--- config.mk ---
export PLATFORM = sky130hd
export DESIGN_NAME = dsph_top
export DESIGN_NICKNAME = d
export VERILOG_FILES = /design/src/logic/dsph_pkg.sv /design/src/logic/dsph_sync.sv /design/src/logic/dsph_top.sv
export SDC_FILE = /design/constraint.sdc
export NUM_CORES = 1
export LEC_CHECK = 0
export ABC_AREA = 1
export CORE_AREA = 4 4 63 65
export CTS_BUF_LIST = sky130_fd_sc_hd__clkbuf_16
export CTS_CLUSTER_SIZE = 40
export DETAILED_ROUTE_END_ITERATION = 10
export DIE_AREA = 0 0 67 69
export DONT_BUFFER_PORTS = 1
export HOLD_SLACK_MARGIN = 0.03
export PLACE_DENSITY = 0.52
export SYNTH_ARGS = -nofsm -noshare
export SYNTH_HDL_FRONTEND = slang
export SYNTH_SLANG_ARGS = --single-unit
--- constraint.sdc ---
create_clock -name mclk -period 1.1 [get_ports mclk]
set_input_delay 0.055 -clock mclk [delete_from_list [all_inputs] [get_ports mclk]]
set_output_delay 0.055 -clock mclk [all_outputs]
set_load 0.005 [all_outputs]
--- src/logic/dsph_pkg.sv ---
// package: constants, states and rule summary for the deep-sleep power handshake
// How it works
// - soft-off sleep output asserted low while the system sits in S5.
// - deep-sleep indication driven low on entering deep sleep.
// - deep-sleep indication driven high on leaving deep sleep.
// - suspend-warning driven low before deep sleep entry removes primary power.
// - no wake accepted while warning asserted and acknowledge not.
// - power-down-acknowledge high when engine no longer needs primary power and the system is out of S0.
// - warning and power-down-acknowledge share one pin, chosen by deep-sleep support.
// - holdoff input delays sleep exit after active-well control deasserts.
// - reset exit begins only once system power good is seen.
// - suspend clock output is a buffered copy of the real-time clock.
// - active-well control output drives an internal power good timed from it.
package dsph_pkg;
  // ****************************************
  // timing
  // ****************************************
  localparam int unsigned CLK_PERIOD_NS     = 5;
  localparam int unsigned ACTIVE_PG_DELAY_NS = 1000;
  localparam int unsigned ACTIVE_PG_CYCLES  =
    (ACTIVE_PG_DELAY_NS + CLK_PERIOD_NS - 1) / CLK_PERIOD_NS;
  localparam int unsigned PG_CNT_W          = 8;
  // ****************************************
  // reset values
  // ****************************************
  localparam logic RST_SOFT_OFF_N  = 1'b0;
  localparam logic RST_DEEP_N      = 1'b1;
  localparam logic RST_WARN_N      = 1'b1;
  localparam logic RST_ACTIVE_N    = 1'b0;
  // ****************************************
  // states
  // ****************************************
  typedef enum logic [2:0] {
    ST_S0,
    ST_SX,
    ST_WARN,
    ST_DEEP,
    ST_UNWARN,
    ST_EXIT
  } dsph_state_e;
endpackage

--- src/logic/dsph_sync.sv ---
// two-flop synchroniser for one asynchronous level
module dsph_sync (
  input  wire logic mclk,
  input  wire logic rst,
  input  wire logic rstVal,
  input  wire logic din,
  output logic      dout
);
  logic meta_q;
  // reset value is always zero; rstVal is tied at the instance but not used
  always_ff @(posedge mclk or posedge rst) begin
    if (rst) begin
      meta_q <= 1'b0;
      dout   <= 1'b0;
    end else begin
      meta_q <= din;
      dout   <= meta_q;
    end
  end
endmodule

--- src/logic/dsph_top.sv ---
// deep-sleep power handshake sequencer
module dsph_top
  import dsph_pkg::*;
(
  input  wire logic mclk,
  input  wire logic rst,
  input  wire logic rtcClk,
  input  wire logic system_power_good,
  input  wire logic suspend_ack_n,
  input  wire logic sleep_exit_holdoff_n,
  input  wire logic deepSleepSupported,
  input  wire logic sleepReq,
  input  wire logic s5Req,
  input  wire logic deepReq,
  input  wire logic wakeReq,
  input  wire logic engineIdle,
  output logic      soft_off_sleep_n,
  output logic      deep_sleep_state_n,
  output logic      suspend_warn_n,
  output logic      suspend_clock_out,
  output logic      activeSleepCtl_n,
  output logic      active_well_power_good,
  output logic      resetExit,
  output logic      wakeTaken
);
  // ****************************************
  // pin synchronisers
  // ****************************************
  logic pgS, ackS, holdS, rtcS;
  logic ackN;
  logic holdN;
  // inverted at the boundary so both active-low pins idle deasserted after reset
  logic ackRaw, holdRaw;
  assign ackRaw  = ~suspend_ack_n;
  assign holdRaw = ~sleep_exit_holdoff_n;
  dsph_sync uPg   (.mclk(mclk), .rst(rst), .rstVal(1'b0), .din(system_power_good), .dout(pgS));
  dsph_sync uAck  (.mclk(mclk), .rst(rst), .rstVal(1'b0), .din(ackRaw), .dout(ackS));
  dsph_sync uHold (.mclk(mclk), .rst(rst), .rstVal(1'b0), .din(holdRaw), .dout(holdS));
  dsph_sync uRtc  (.mclk(mclk), .rst(rst), .rstVal(1'b0), .din(rtcClk), .dout(rtcS));
  assign ackN  = ~ackS;
  assign holdN = ~holdS;

  // ****************************************
  // sequencer
  // ****************************************
  dsph_state_e state_q;
  logic warnLevel;
  assign warnLevel = (state_q == ST_WARN) || (state_q == ST_DEEP);

  always_ff @(posedge mclk or posedge rst) begin
    if (rst) begin
      state_q <= ST_S0;
    end else begin
      case (state_q)
        ST_S0: begin
          if (sleepReq) begin
            state_q <= ST_SX;
          end
        end
        ST_SX: begin
          if (wakeReq) begin
            state_q <= ST_EXIT;
          end else if (deepReq && deepSleepSupported) begin
            state_q <= ST_WARN;
          end
        end
        ST_WARN: begin
          // no wake is honoured until the controller acknowledges
          if (!ackN) begin
            state_q <= ST_DEEP;
          end
        end
        ST_DEEP: begin
          if (wakeReq) begin
            state_q <= ST_UNWARN;
          end
        end
        ST_UNWARN: begin
          // wait for the mirrored rising edge before primary activity resumes
          if (ackN) begin
            state_q <= ST_EXIT;
          end
        end
        ST_EXIT: begin
          if (pgS && active_well_power_good && holdN) begin
            state_q <= ST_S0;
          end
        end
        default: begin
          state_q <= ST_S0;
        end
      endcase
    end
  end

  // ****************************************
  // pin outputs
  // ****************************************
  always_ff @(posedge mclk or posedge rst) begin
    if (rst) begin
      suspend_warn_n <= RST_WARN_N;
    end else if (deepSleepSupported) begin
      suspend_warn_n <= ~warnLevel;
    end else begin
      // shared pin carries the power-down acknowledge, active high
      suspend_warn_n <= engineIdle && (state_q != ST_S0);
    end
  end

  always_ff @(posedge mclk or posedge rst) begin
    if (rst) begin
      deep_sleep_state_n <= RST_DEEP_N;
    end else begin
      deep_sleep_state_n <= (state_q != ST_DEEP);
    end
  end

  always_ff @(posedge mclk or posedge rst) begin
    if (rst) begin
      soft_off_sleep_n <= RST_SOFT_OFF_N;
    end else if (state_q == ST_S0) begin
      soft_off_sleep_n <= 1'b1;
    end else if (state_q == ST_SX && s5Req) begin
      soft_off_sleep_n <= 1'b0;
    end
  end

  always_ff @(posedge mclk or posedge rst) begin
    if (rst) begin
      activeSleepCtl_n <= RST_ACTIVE_N;
    end else begin
      activeSleepCtl_n <= (state_q == ST_S0) || (state_q == ST_SX) || (state_q == ST_EXIT);
    end
  end

  always_ff @(posedge mclk or posedge rst) begin
    if (rst) begin
      suspend_clock_out <= 1'b0;
    end else begin
      suspend_clock_out <= rtcS;
    end
  end

  // ****************************************
  // internal active-well power good
  // ****************************************
  logic [PG_CNT_W-1:0] pgCnt_q;
  always_ff @(posedge mclk or posedge rst) begin
    if (rst) begin
      pgCnt_q                <= '0;
      active_well_power_good <= 1'b0;
    end else if (!activeSleepCtl_n) begin
      pgCnt_q                <= '0;
      active_well_power_good <= 1'b0;
    end else if (pgCnt_q == PG_CNT_W'(ACTIVE_PG_CYCLES - 1)) begin
      active_well_power_good <= 1'b1;
    end else begin
      pgCnt_q <= pgCnt_q + 1'b1;
    end
  end

  always_ff @(posedge mclk or posedge rst) begin
    if (rst) begin
      resetExit <= 1'b0;
      wakeTaken <= 1'b0;
    end else begin
      resetExit <= pgS && (state_q == ST_S0);
      wakeTaken <= wakeReq && ((state_q == ST_SX) || (state_q == ST_DEEP));
    end
  end

  // ****************************************
  // checks
  // ****************************************
  chk_deep_after_ack: assert property (@(posedge mclk) disable iff (rst)
    $fell(deep_sleep_state_n) |-> !ackN)
    else $error("deep sleep entered without acknowledge");
  chk_warn_before_deep: assert property (@(posedge mclk) disable iff (rst)
    !deep_sleep_state_n |-> !suspend_warn_n)
    else $error("deep sleep without warning");
  chk_deep_release: assert property (@(posedge mclk) disable iff (rst)
    (state_q == ST_UNWARN) |=> deep_sleep_state_n)
    else $error("deep indication not released");
  chk_exit_holdoff: assert property (@(posedge mclk) disable iff (rst)
    (state_q == ST_EXIT && !holdN) |=> state_q == ST_EXIT)
    else $error("exit despite holdoff");
  chk_exit_pgood: assert property (@(posedge mclk) disable iff (rst)
    (state_q == ST_EXIT && !pgS) |=> state_q != ST_S0)
    else $error("exit without power good");
  chk_suspend_clock_out_copy: assert property (@(posedge mclk) disable iff (rst)
    suspend_clock_out == $past(rtcS))
    else $error("suspend clock not buffered");
  chk_apg_timing: assert property (@(posedge mclk) disable iff (rst)
    $rose(active_well_power_good) |-> $past(activeSleepCtl_n, 2) && activeSleepCtl_n)
    else $error("active power good early");
  chk_no_wake_warn: assert property (@(posedge mclk) disable iff (rst)
    (state_q == ST_WARN) |=> !wakeTaken)
    else $error("wake during unacknowledged warning");
  chk_softoff_s5: assert property (@(posedge mclk) disable iff (rst)
    (state_q == ST_SX && s5Req) |=> !soft_off_sleep_n)
    else $error("soft-off not asserted");
endmodule

# Yosys cells after proc, flatten, opt, wreduce, memory -nomap -nowiden

Cells that the tools add are included.

Register bits: 27
Input port bits: 12
Logic and storage cells: 68

Add/subtract/negate cells: 1
Eq/ne operators: 15
Multiplexer cells: 15
Bitwise gates (word level): 4
Reductions and logical operators: 15

Operators with widths:

| cell                                          | number |
|---|---|
| two-way mux 3 bit                             | 7 |
| one-hot mux 3 bit (6 select lines)            | 1 |
| two-way mux 8 bit                             | 2 |
| != test 2 bit, second input constant          | 5 |
| adder 8 x 1 -> 8 bit, second input constant   | 1 |
| == test 8 bit, second input constant          | 1 |
| logical AND 1 bit                             | 7 |
| == test 3 x 2 -> 1 bit, second input constant | 2 |
| == test 3 bit, second input constant          | 2 |
| AND reduction 6 bit                           | 1 |
| two-way mux 1 bit                             | 5 |
| logical OR 1 bit                              | 4 |
| != test 2 x 1 -> 1 bit, second input constant | 2 |
| NOT 1 bit                                     | 4 |
| == test 3 x 1 -> 1 bit, second input constant | 1 |
| zero test 3 bit                               | 1 |
| != test 3 x 2 -> 1 bit, second input constant | 1 |
| != test 3 bit, second input constant          | 1 |
| nonzero test 3 bit                            | 1 |
| nonzero test 2 bit                            | 1 |

# Longest topological paths before layout

Gate-level depths: netlist (run 1).

Depth in word-level cells: 4
Depth in mapped cells: 9
Mapped depth without buffers: 8

# Cells and area by module

A second synthesis (run 1) with hierarchy kept.

Cells, all modules: 136
Area total of the unflattened synthesis: 1201.2 µm²

Modules (own cells, without submodules):

| module    | instances | cells each | area an instance (µm²) |
|---|---|---|---|
| dsph_top  | 1         | 124        | 985.9 |
| dsph_sync | 4         | 3          | 53.8 |

# Worst setup path before layout (run 1)

No wires, ideal clock.

Kind: register to register
From: register pgCnt_q[0]
To: register pgCnt_q[0]
Setup time: 0.127 ns
Data arrival time: 1.062 ns
Required time: 0.973 ns
Setup slack: -0.089 ns
Stages on the path, launching flop included: 7
Path buffers: 0
Clock period less this slack: 1.189 ns
Cells stage by stage: dfrtp_1 ha_1 nand2_1 nor3_1 nand2_1 nand2_1 o21ai_0

Cells in the longest elaborated chain, start to end: 3
Elaborated cells between the ends (all ways): 5
Classes of those cells: 1 x add/sub; 2 x eq/ne; 2 x mux

RTL lines:

| element                  | line            | RTL |
|---|---|---|
| start: declaration       | dsph_top.sv:147 | `logic [PG_CNT_W-1:0] pgCnt_q;` |
| start signal: assignment | dsph_top.sv:158 | `pgCnt_q <= pgCnt_q + 1'b1;` |
| adder 8 x 1 -> 8 bit     | dsph_top.sv:158 |  |
| two-way mux 8 bit        | dsph_top.sv:155 | `end else if (pgCnt_q == PG_CNT_W'(ACTIVE_PG_CYCLES - 1)) begin` |
| two-way mux 8 bit        | dsph_top.sv:152 | `end else if (!activeSleepCtl_n) begin` |

Several ways; a longest one is shown, not always the timed one. The select of a mux whose other input is x is not followed.
A chain may end at the register's enable or synchronous reset.

# Worst setup path in the final report (run 1)

From: register state_q[2]
To: register state_q[0]

Cells in the longest elaborated chain, start to end: 3
Elaborated cells between the ends (all ways): 14
Classes of those cells: 11 x eq/ne; 1 x mux; 2 x reduce/logical

RTL lines:

| element                                         | line           | RTL |
|---|---|---|
| start: declaration                              | dsph_top.sv:46 | `dsph_state_e state_q;` |
| start signal: assignment                        | dsph_top.sv:52 | `state_q <= ST_S0;` |
| start signal: assignment                        | dsph_top.sv:57 | `state_q <= ST_SX;` |
| start signal: assignment                        | dsph_top.sv:62 | `state_q <= ST_EXIT;` |
| == test 3 x 1 -> 1 bit (tied with other cells)  | dsph_top.sv:54 | `case (state_q)` |
| != test 3 bit (no line) (tied with other cells) | n/a            |  |
| AND reduction 6 bit (no line)                   | n/a            |  |

Several ways; a longest one is shown, not always the timed one.

==> results of run 1 <==
critical path: cells and delay by family (launching register included):
family        cells  cell delay [ns]
simple gates      6             0.53
buf+inv           1             0.10
flops             1             0.49
state kept, by name, indices dropped and copies added, names as in the netlist:
signal / count
pgCnt_q: 8
state_q: 3
activeSleepCtl_n: 1
active_well_power_good: 1
deep_sleep_state_n: 1
resetExit: 1
soft_off_sleep_n: 1
suspend_clock_out: 1
suspend_warn_n: 1
uAck.dout: 1
uAck.meta_q: 1
uHold.dout: 1
uHold.meta_q: 1
uPg.dout: 1
uPg.meta_q: 1
uRtc.dout: 1
uRtc.meta_q: 1
wakeTaken: 1
layout make-up:
class | instances | area share [%]
Inverter | 21 | 4.755
Tap cell | 46 | 3.365
Sequential cell | 27 | 39.94
Clock buffer | 3 | 4.389
Timing Repair Buffer | 31 | 15.36
Multi-Input combinational cell | 81 | 31.75
Clock inverter | 1 | 0.4389
through the flow:
stage / instance area, um^2 / power, uW / util, % / setup TNS [ns]
2_1_floorplan: 1164 / 2063 / - / -0.07328
3_3_place_gp: 1318 / 2412 / 39.48 / -0.9290
3_5_place_dp: 1318 / 2431 / 39.48 / -1.032
4_1_cts: 1592 / 3575 / 47.69 / -0.5842
5_1_grt: 1710 / 4236 / 51.26 / -1.841
6_report: 1710 / 3960 / 51.26 / -0.7195
logic make-up (layout without fill, tap and decap cells):
kind of cell    Yosys count  count (layout)
flops                    27              27
simple gates             66              66
fa+ha+maj                 1               1
compound gates           13              13
xor+xnor                  1               1
buf+inv                  23              56
worst paths after layout:
path / slack (ns) / cells after the start / startpoint / to
min in group asynchronous: 0.09 / 2 / rst / uRtc.dout$_DFF_PP0_
setup reg to reg: -0.13 / 7 / state_q[2]$_DFFE_PP0P_ / state_q[0]$_DFFE_PP0P_
setup / recovery: -0.13 / 7 / state_q[2]$_DFFE_PP0P_ / state_q[0]$_DFFE_PP0P_
max in group asynchronous: 0.45 / 3 / rst / deep_sleep_state_n$_DFF_PP1_
hold / removal: 0.05 / 4 / wakeReq / state_q[0]$_DFFE_PP0P_
hold reg to reg: 0.35 / 0 / uRtc.dout$_DFF_PP0_ / suspend_clock_out$_DFF_PP0_
what timing repair did:
| action | 4_1_cts | 5_1_grt |
|---|---|---|
| pin swaps | 10 | 19 |
| cloned | 0 | 0 |
| gates resized for setup | 25 | 28 |
| setup endpoints to repair | 13 | 14 |
| buffers inserted | 4 | 3 |
| hold buffers | 9 | 0 |
| endpoints found under the hold margin | 32 | 0 |
power by group:
group / switching, uW / internal [uW] / total (uW)
clock: 348 / 494 / 842
sequential: 309 / 1220 / 1530
combinational: 805 / 785 / 1590
total: 1460 / 2500 / 3960
cells in the mapped netlist (all sizes together):
cell,count
dfrtp,25
a21oi,3
nand4,1
xor2,1
nor3,2
o21ai,8
nor3b,1
a22oi,1
ha,1
nand3b,1
nand2,30
a31oi,1
nand3,12
inv,21
buf,2
dfstp,2
nor2,19
metal layers:
layer,up-vias,part of all wire (%)
met5,-,0
li1,474,-
met1,469,41
met4,0,1.6
met2,38,51
met3,6,6.1
==> out/results.ini, run 1 <==
[outcome]
status = finished with violations
violations = setup timing

[synthesis]
synth_top_area_share_pct = 54.47
synth_compound_area_share_pct = 5.991
synthTopCellsByArea = dfrtp_1, nand2_1, inv_1, nand3_1, nor2_1
avgSynthCellArea_um2 = 8.768
synth_cell_types = 19
syn_inst = 131
synth-xor-area-share_pct = 0.7625
synth_seq_cells = 27
synth_fa_ha_area_share_pct = 1.089
synth_mux_area_share_pct = 0
synth_top_cell_by_area = dfrtp_1
synth-simple-area-share_pct = 24.84
ys_warn_count = 0
ys_seq_area_share_pct = 59.04
synth_top_family_by_area = simple AND/OR/NAND/NOR gates
synth_area_um2 = 1149
postSynthNetCount = 144

[die]
core.rowCount = 21
core_area_um2 = 3337
fp.dieH_um = 69
start_util_pct = 34.42
die-area_um2 = 4623
boundaryPins = 20
die_w_um = 67

[setup_path]
cp-start-kind = flip-flop
path_max_fanout = 8
cp.required_ns = 1.26
crit_chain = inv_2 > nand3_1 > nand2_2 > nor2_4 > nand2_1 > nand2_1 > nand2_1
cp_data_arrival_time_ns = 1.39
slowest_stage = dfrtp_2
criticalPathCategory = flip-flop to flip-flop
slowest_delay_ns = 0.49
end_kind = flip-flop
cp_common_cell = nand2_1

[route]
viasPerCell = 4.700
drc = 0
firstDrtPassIters = 4
initialDrtViolationCount = 29
vias = 987
wirelength_um = 2566
drtAntennaViolNets = 0
wl_per_cell_um = 12.22

[clock_network]
clk_pin_slew_ns = 0.07
clkSinkCount = 27
cts_tree = built
worstSkewPairLatency_ns = 0.26
numCtsBuffers = 3
clockRootBuffer = clkbuf_16
htree_num_levels = 1
clockBufferDepth = 2

[placed_design]
place_ws_ns = -0.1824
dp_hpwl_um = 1544
globalplace.congestion = 0.8171
port_buffers = 0
dp_cells = 190

[layout]
areaGrowthSynthToFinish_pct = 48.91
final-seq-area_um2 = 683.2
nNetsFinal = 178
fin_cells = 210
nFillCells = 303
antenna_cells = 0
drive_gt1_share_pct = 40.85
layout_commonest_cell = dfrtp_1
multi_input_area_um2 = 543.0
mostFrequentLayoutCells = dfrtp_1, buf_4, nand2_1

[power_and_ir_drop]
power.density_nw_per_um2 = 2315
power.leakage_uw = 0.0008048
vdd_drop_max_mv = 1.139

[timing]
rsz0062_at_grt = yes
fmax_mhz = 810.6
slew_headroom_pct = 74.37
fin_crit_ns = 1.234
hold_viol_final = 0
max_slew.worst_pin.slew_ns = 0.3845
finalCritPeriodShare_pct = 112.2
holdWs_ns = 0.04910
fin_skew_ns = 0.002102
slew_violations = 0
setup_ws_ns = -0.1337
setup_violations = 11

[grt]
met1_usage_pct = 12.65
antenna_found_initial = 0
grt.overflow.total = 0
grt_pass1_wl_um = 4181
grt_pass1_vias = 979
busiest_layer = met2
grt_max_degree = 26
met2_usage_pct = 20.20
track_usage_pct = 11.62
grt_util_met3_pct = 3.571

[hold_path]
hp-class = primary input to flip-flop

[job]
max_cap_violations = 0

Note: power is estimated with default switching activity, not from simulation.
==> run 2, diff against run 1 <==
--- a/config.mk
+++ b/config.mk
@@ -14,2 +14,3 @@
 export DONT_BUFFER_PORTS = 1
+export GPL_ROUTABILITY_DRIVEN = 0
 export HOLD_SLACK_MARGIN = 0.03
--- a/constraint.sdc
+++ b/constraint.sdc
@@ -3,2 +3,2 @@
 set_output_delay 0.055 -clock mclk [all_outputs]
-set_load 0.005 [all_outputs]
+set_load 0.01 [all_outputs]
==> run 2 against run 1 <==
The run still ends with setup timing left. Sequential share of layout area fell by 0.073 points. Core utilization did not move. Worst setup slack improved by 0.0071 ns. Sequential cell count did not move. Routed wire length rose by 5.5%. Maximum frequency rose by 0.58%. Critical path type unchanged.
==> out/results.ini, run 2 (synthesis results as in run 1) <==
[die]
start_util_pct = 34.42  ; unchanged
boundaryPins = 20  ; unchanged
die-area_um2 = 4623  ; unchanged
die_w_um = 67  ; unchanged
core.rowCount = 21  ; unchanged
fp.dieH_um = 69  ; unchanged
core_area_um2 = 3337  ; unchanged

[layout]
largestRegisters = pgCnt_q (8), state_q (3)
mostFrequentLayoutCells = dfrtp_1, nand2_1, buf_4
nNetsFinal = 179  ; +0.56%
regMostFlops = pgCnt_q
utilization_pct = 51.26  ; unchanged
multi_input_area_um2 = 530.5  ; -2.3%
layout_commonest_cell = dfrtp_1
largest_register_ffs = 8  ; unchanged
drive_gt1_share_pct = 39.39  ; -1.5 points
areaGrowthSynthToFinish_pct = 48.91  ; unchanged
final-seq-area_um2 = 681.9  ; -0.18%
antenna_cells = 0  ; unchanged
finalInstanceArea_um2 = 1710  ; unchanged
nFillCells = 310  ; +2.3%

[job]
max_cap_violations = 0  ; unchanged

[clock_network]
clk_pin_slew_ns = 0.07  ; about the same
cts_tree = built
numCtsBuffers = 3  ; unchanged
clockBufferDepth = 2  ; unchanged
worstSkewPairLatency_ns = 0.26  ; about the same
clockRootBuffer = clkbuf_16
htree_num_levels = 1  ; unchanged
clkSinkCount = 27  ; unchanged

[timing]
slew_violations = 0  ; unchanged
fin_crit_ns = 1.227  ; -0.007137 ns
holdWs_ns = 0.07669  ; +0.02759 ns
slew_headroom_pct = 78.61  ; +4.2 points
fmax_mhz = 815.3  ; +0.58%
fin_skew_ns = 0.001854  ; -0.0002485 ns
finalCritPeriodShare_pct = 111.5  ; -0.65 points
hold_viol_final = 0  ; unchanged
max_slew.worst_pin.slew_ns = 0.3208  ; -0.06371 ns
setup_ws_ns = -0.1265  ; +0.007137 ns
setup_violations = 12  ; +1
rsz0062_at_grt = yes

[grt]
grt_pass1_vias = 961  ; -1.8%
grt_max_degree = 26  ; unchanged
grt_pass1_wl_um = 4326  ; +3.5%
track_usage_pct = 12.10  ; +0.47 points
antenna_found_initial = 0  ; unchanged
grt.overflow.total = 0  ; unchanged

[setup_path]
cp-start-kind = flip-flop
reg2reg_slack_ns = -0.13  ; about the same
cp_common_cell = nand2_1
path_max_fanout = 8  ; unchanged
slowest_delay_ns = 0.51  ; +0.02 ns
criticalPathCategory = flip-flop to flip-flop
crit_buf_inv = 0  ; -1
cp_data_arrival_time_ns = 1.38  ; about the same
reg2reg_depth = 8  ; +1
slowest_stage = dfrtp_2
crit_chain = nand2_1 > nor2_1 > nand2_1 > nand2_2 > nor2_4 > nand2_1 > nand2_1 > nand2_1
cp.required_ns = 1.26  ; about the same
end_kind = flip-flop
r2r-start = state_q[2]$_DFFE_PP0P_
path_delay_family = simple AND/OR/NAND/NOR gates
timing.rr.end = state_q[0]$_DFFE_PP0P_

[power_and_ir_drop]
p_comb_share_pct = 40.5  ; +0.3 points
power.leakage_uw = 0.0008129  ; +1.0%
power.density_nw_per_um2 = 2344  ; +1.2%
clkPwrFrac_pct = 20.9  ; -0.4 points
power_uw = 4009  ; +1.2%
p_seq_share_pct = 38.5  ; about the same
p_sw_uw = 1501  ; +2.7%
p_int_uw = 2508  ; +0.40%
switching_share_pct = 37.45  ; +0.53 points
vdd_drop_max_mv = 1.221  ; +7.2%

[hold_path]
whs_endpoint = state_q[0]$_DFFE_PP0P_
holdCritStartpoint = wakeReq
hp-class = primary input to flip-flop
hold_depth = 4  ; unchanged

[placed_design]
dp_hpwl_um = 1615  ; +4.6%
port_buffers = 0  ; unchanged
place_area_um2 = 1325  ; +0.57%

[outcome]
status = finished with violations
violations = setup timing

[route]
drtAntennaViolNets = 0  ; unchanged
wirelength_um = 2708  ; +5.5%
firstDrtPassIters = 4  ; unchanged
wl_per_cell_um = 12.83  ; +5.0%
drc = 0  ; unchanged
initialDrtViolationCount = 30  ; +3.4%
viasPerCell = 4.607  ; -2.0%
vias = 972  ; -1.5%

[run 2: changes by cell type in the layout (fill, tap and decap cells not counted), sizes merged]
cell,change
buf,+1
[run 2: what timing repair did]
item | in CTS | in global routing
endpoints found under the setup margin | 13 | 14
gates resized for setup | 26 | 26
pin swaps | 10 | 12
hold endpoints to repair | 32 | 0
setup buffers | 2 | 5
hold buffers | 9 | 0
[run 2: worst min-delay path, stage by stage]
cell	delay, ns
nand3_1	0.06
a22oi_1	0.07
nand3_1	0.07
nand2_1	0.05
[run 2: worst max path at each step]
stage / startpoint / to / cells after the start
finish: state_q[2]$_DFFE_PP0P_ / state_q[0]$_DFFE_PP0P_ / 8
global route: state_q[0]$_DFFE_PP0P_ / state_q[0]$_DFFE_PP0P_ / 8
CTS: pgCnt_q[1]$_DFFE_PP0P_ / pgCnt_q[1]$_DFFE_PP0P_ / 7
detailed placement: pgCnt_q[0]$_DFFE_PP0P_ / pgCnt_q[1]$_DFFE_PP0P_ / 7
global placement: pgCnt_q[0]$_DFFE_PP0P_ / pgCnt_q[0]$_DFFE_PP0P_ / 6
floorplan: pgCnt_q[0]$_DFFE_PP0P_ / pgCnt_q[0]$_DFFE_PP0P_ / 6
[run 2: power by group through the flow]
| stage | Sequential (uW) | Combinational [uW] | Clock [uW] |
|---|---|---|---|
| after floorplan | 1380 | 715 | 0 |
| after CTS | 1490 | 1260 | 866 |
| final | 1550 | 1630 | 839 |
| after global routing | 1580 | 1790 | 916 |
| after detailed placement | 1460 | 1050 | 0 |
| after global placement | 1450 | 1010 | 0 |
[run 2: final cells by class]
type	count	share of cell area (%)
Multi-Input combinational cell	81	31.02
Clock inverter	1	0.4389
Clock buffer	3	4.389
Tap cell	46	3.365
Sequential cell	27	39.87
Timing Repair Buffer	32	16.02
Inverter	21	4.901
[run 2: stage by stage]
step / cells / setup TNS [ns] / worst slack [ns]
global placement: 191 / -0.8816 / -0.1478
detailed placement: 191 / -1.224 / -0.1864
global route: 211 / -1.879 / -0.1994
CTS: 206 / -0.7202 / -0.1064
floorplan: 131 / -0.07329 / -0.03228
finish: 211 / -0.8748 / -0.1265
[run 2: per-layer routing]
metal | track usage, % | share of wire, % | wire [um]
met1 | 13.51 | 41 | 1099
met2 | 20.63 | 51 | 1384
met4 | 6.081 | 2.8 | 76
met5 | 0 | 0 | 0
met3 | 3.084 | 5.5 | 148
==> run 3, diff against run 2 <==
--- a/config.mk
+++ b/config.mk
@@ -16,3 +16,4 @@
 export HOLD_SLACK_MARGIN = 0.03
-export PLACE_DENSITY = 0.52
+export PLACE_DENSITY = 0.5
+export SETUP_SLACK_MARGIN = 0.15
 export SYNTH_ARGS = -nofsm -noshare
==> constraint.sdc (replaced) <==
create_clock -name mclk -period 1.46 [get_ports mclk]
set_input_delay 0.073 -clock mclk [delete_from_list [all_inputs] [get_ports mclk]]
set_output_delay 0.073 -clock mclk [all_outputs]
set_load 0.02 [all_outputs]
==> run 3 against run 2 <==
The flow now finishes without violations. Maximum frequency shrank 4.1%. Hold slack got worse by 0.034 ns. Core utilization is 7.0 points lower. Register-to-register slack improved by 0.31 ns. Routed wire length shrank 20%. Design area fell by 14%. Critical path type unchanged. Critical endpoint is now pgCnt_q[1]$_DFFE_PP0P_. Largest cell class unchanged. Largest power group is now sequential cells. Highest routed layer unchanged.
==> out/results.ini, run 3 (synthesis results as in run 1) <==
[layout]
fin_cells = 194  ; -8.1%
nNetsFinal = 162  ; -9.5%
mostFrequentLayoutCells = nand2_1, dfrtp_1, inv_1
layout_commonest_cell = nand2_1
multi_input_area_um2 = 444.2  ; -16%
antenna_cells = 0  ; unchanged
areaGrowthSynthToFinish_pct = 28.65
drive_gt1_share_pct = 20.27  ; -19 points
utilization_pct = 44.28  ; -7.0 points
regMostFlops = pgCnt_q
largest_register_ffs = 8  ; unchanged
final-seq-area_um2 = 681.9  ; unchanged
largestRegisters = pgCnt_q (8), state_q (3)
nFillCells = 334  ; +7.7%

[die]
die_w_um = 67  ; unchanged
boundaryPins = 20  ; unchanged
die-area_um2 = 4623  ; unchanged
core_area_um2 = 3337  ; unchanged
fp.dieH_um = 69  ; unchanged
core.rowCount = 21  ; unchanged
start_util_pct = 34.42  ; unchanged

[setup_path]
path_max_fanout = 4  ; -4
end_kind = flip-flop
r2r-start = pgCnt_q[1]$_DFFE_PP0P_
path_depth = 7  ; -1
reg2reg_depth = 7  ; -1
cp_data_arrival_time_ns = 1.48  ; +0.10 ns
crit_start = pgCnt_q[1]$_DFFE_PP0P_
cp-start-kind = flip-flop
cp.required_ns = 1.66  ; +0.40 ns
cp_common_cell = nand2_2
cp-endpoint = pgCnt_q[1]$_DFFE_PP0P_
timing.rr.end = pgCnt_q[1]$_DFFE_PP0P_
slowest_stage = dfrtp_1
criticalPathCategory = flip-flop to flip-flop
reg2reg_slack_ns = 0.18  ; +0.31 ns
crit_buf_inv = 0  ; unchanged
path_delay_family = simple AND/OR/NAND/NOR gates
crit_chain = ha_4 > nand2_4 > nor3_4 > nand2_2 > nand2_2 > nand3_2 > nand2_1
slowest_delay_ns = 0.41  ; -0.10 ns

[clock_network]
htree_num_levels = 1  ; unchanged
clockRootBuffer = clkbuf_16
clk_pin_slew_ns = 0.07  ; about the same
worstSkewPairLatency_ns = 0.26  ; about the same
numCtsBuffers = 3  ; unchanged
clkSinkCount = 27  ; unchanged
cts_tree = built
clockBufferDepth = 2  ; unchanged

[power_and_ir_drop]
power.leakage_uw = 0.0007128  ; -12%
vdd_drop_max_mv = 0.6002  ; -51%
power.density_nw_per_um2 = 1688  ; -28%

[grt]
track_usage_pct = 10.63  ; -1.5 points
grt_max_degree = 28  ; +7.7%
grt_pass1_vias = 877  ; -8.7%
grt_pass1_wl_um = 3843  ; -11%
grt.overflow.total = 0  ; unchanged
antenna_found_initial = 0  ; unchanged

[timing]
fmax_mhz = 781.6  ; -4.1%
setup_violations = 0  ; -12
hold_viol_final = 0  ; unchanged
fin_crit_ns = 1.280  ; +0.05297 ns
max_slew.worst_pin.slew_ns = 0.4949  ; +0.1741 ns
setup_tns_ns = 0  ; +0.8748 ns
rsz0062_at_grt = yes
finalCritPeriodShare_pct = 87.64  ; -24 points
slew_headroom_pct = 67.01  ; -12 points
slew_violations = 0  ; unchanged
holdWs_ns = 0.04257  ; -0.03412 ns
fin_skew_ns = 0.005168  ; +0.003314 ns

[route]
vias = 866  ; -11%
drtAntennaViolNets = 0  ; unchanged
firstDrtPassIters = 2  ; -2
wirelength_um = 2155  ; -20%
initialDrtViolationCount = 23  ; -23%
drc = 0  ; unchanged
wl_per_cell_um = 11.11  ; -13%
viasPerCell = 4.464  ; -3.1%

[hold_path]
holdCritStartpoint = wakeReq
hp-class = primary input to flip-flop

[placed_design]
port_buffers = 0  ; unchanged
dp_cells = 177  ; -7.3%
dp_hpwl_um = 1498  ; -7.3%

[outcome]
status = completed

[job]
max_cap_violations = 0  ; unchanged

[run 3: cell count changes in the layout (fill, tap and decap cells not counted), moves of 5 or more]
| cell | change |
|---|---|
| buf_4 | -14 |
| nand2_1 | +7 |
| nand2_2 | -6 |
| nor2_1 | +5 |
| nor2_4 | -8 |
| o21ai_0 | +5 |
[run 3: layout make-up]
type	instances	area share, %
clock inverters	1	0.3387
repair buffers	15	9.145
inverters	21	5.334
flip-flops and latches	27	46.15
clock buffers	3	5.080
well taps	46	3.895
multi-input cells	81	30.06
[run 3: worst min-delay path: cells and delay by family]
kind | cells | cell delay [ns]
AND/OR/NAND/NOR | 2 | 0.13
AO/OA/AOI/OAI | 1 | 0.06
[run 3: what timing repair did]
action	4_1_cts	5_1_grt
pin swaps	0	4
endpoints found under the hold margin	32	0
setup endpoints to repair	3	11
hold buffers	9	0
buffers inserted	0	4
cloned	0	0
resized for setup	2	17
[run 3: worst min-delay path by stage]
stage | endpoint | slack [ns] | depth (start not counted)
floorplan | uPg.meta_q$_DFF_PP0_ | 0.10 | 0
global placement | uRtc.meta_q$_DFF_PP0_ | 0.04 | 2
detailed placement | uRtc.meta_q$_DFF_PP0_ | 0.04 | 2
CTS | state_q[1]$_DFFE_PP0P_ | 0.05 | 3
global route | state_q[1]$_DFFE_PP0P_ | 0.08 | 3
finish | state_q[1]$_DFFE_PP0P_ | 0.04 | 3
[run 3: power breakdown]
group	leakage [uW]	total [uW]	internal, uW	switching (uW)
clock	0.0000409	617	369	248
sequential	0.000328	1170	917	255
combinational	0.000344	706	301	405
total	0.000713	2490	1590	907
[run 3: metrics by stage]
stage / worst slack (ns) / power (uW) / area, um^2
floorplan: 0.2712 / 1600 / 1149
global route: 0.09064 / 2705 / 1478
detailed placement: 0.08946 / 1714 / 1205
global placement: 0.1842 / 1693 / 1205
finish: 0.1805 / 2494 / 1478
CTS: 0.1271 / 2370 / 1385
[run 3: metal layers]
layer / wire length [um] / share of wire, % / vias to the layer above / GRT usage (%)
met5: 0 / 0 / - / 0
met4: 49 / 2.3 / 0 / 5.856
met3: 88 / 4.1 / 5 / 2.760
met2: 1097 / 51 / 15 / 16.70
li1: - / - / 444 / -
met1: 920 / 43 / 402 / 12.96
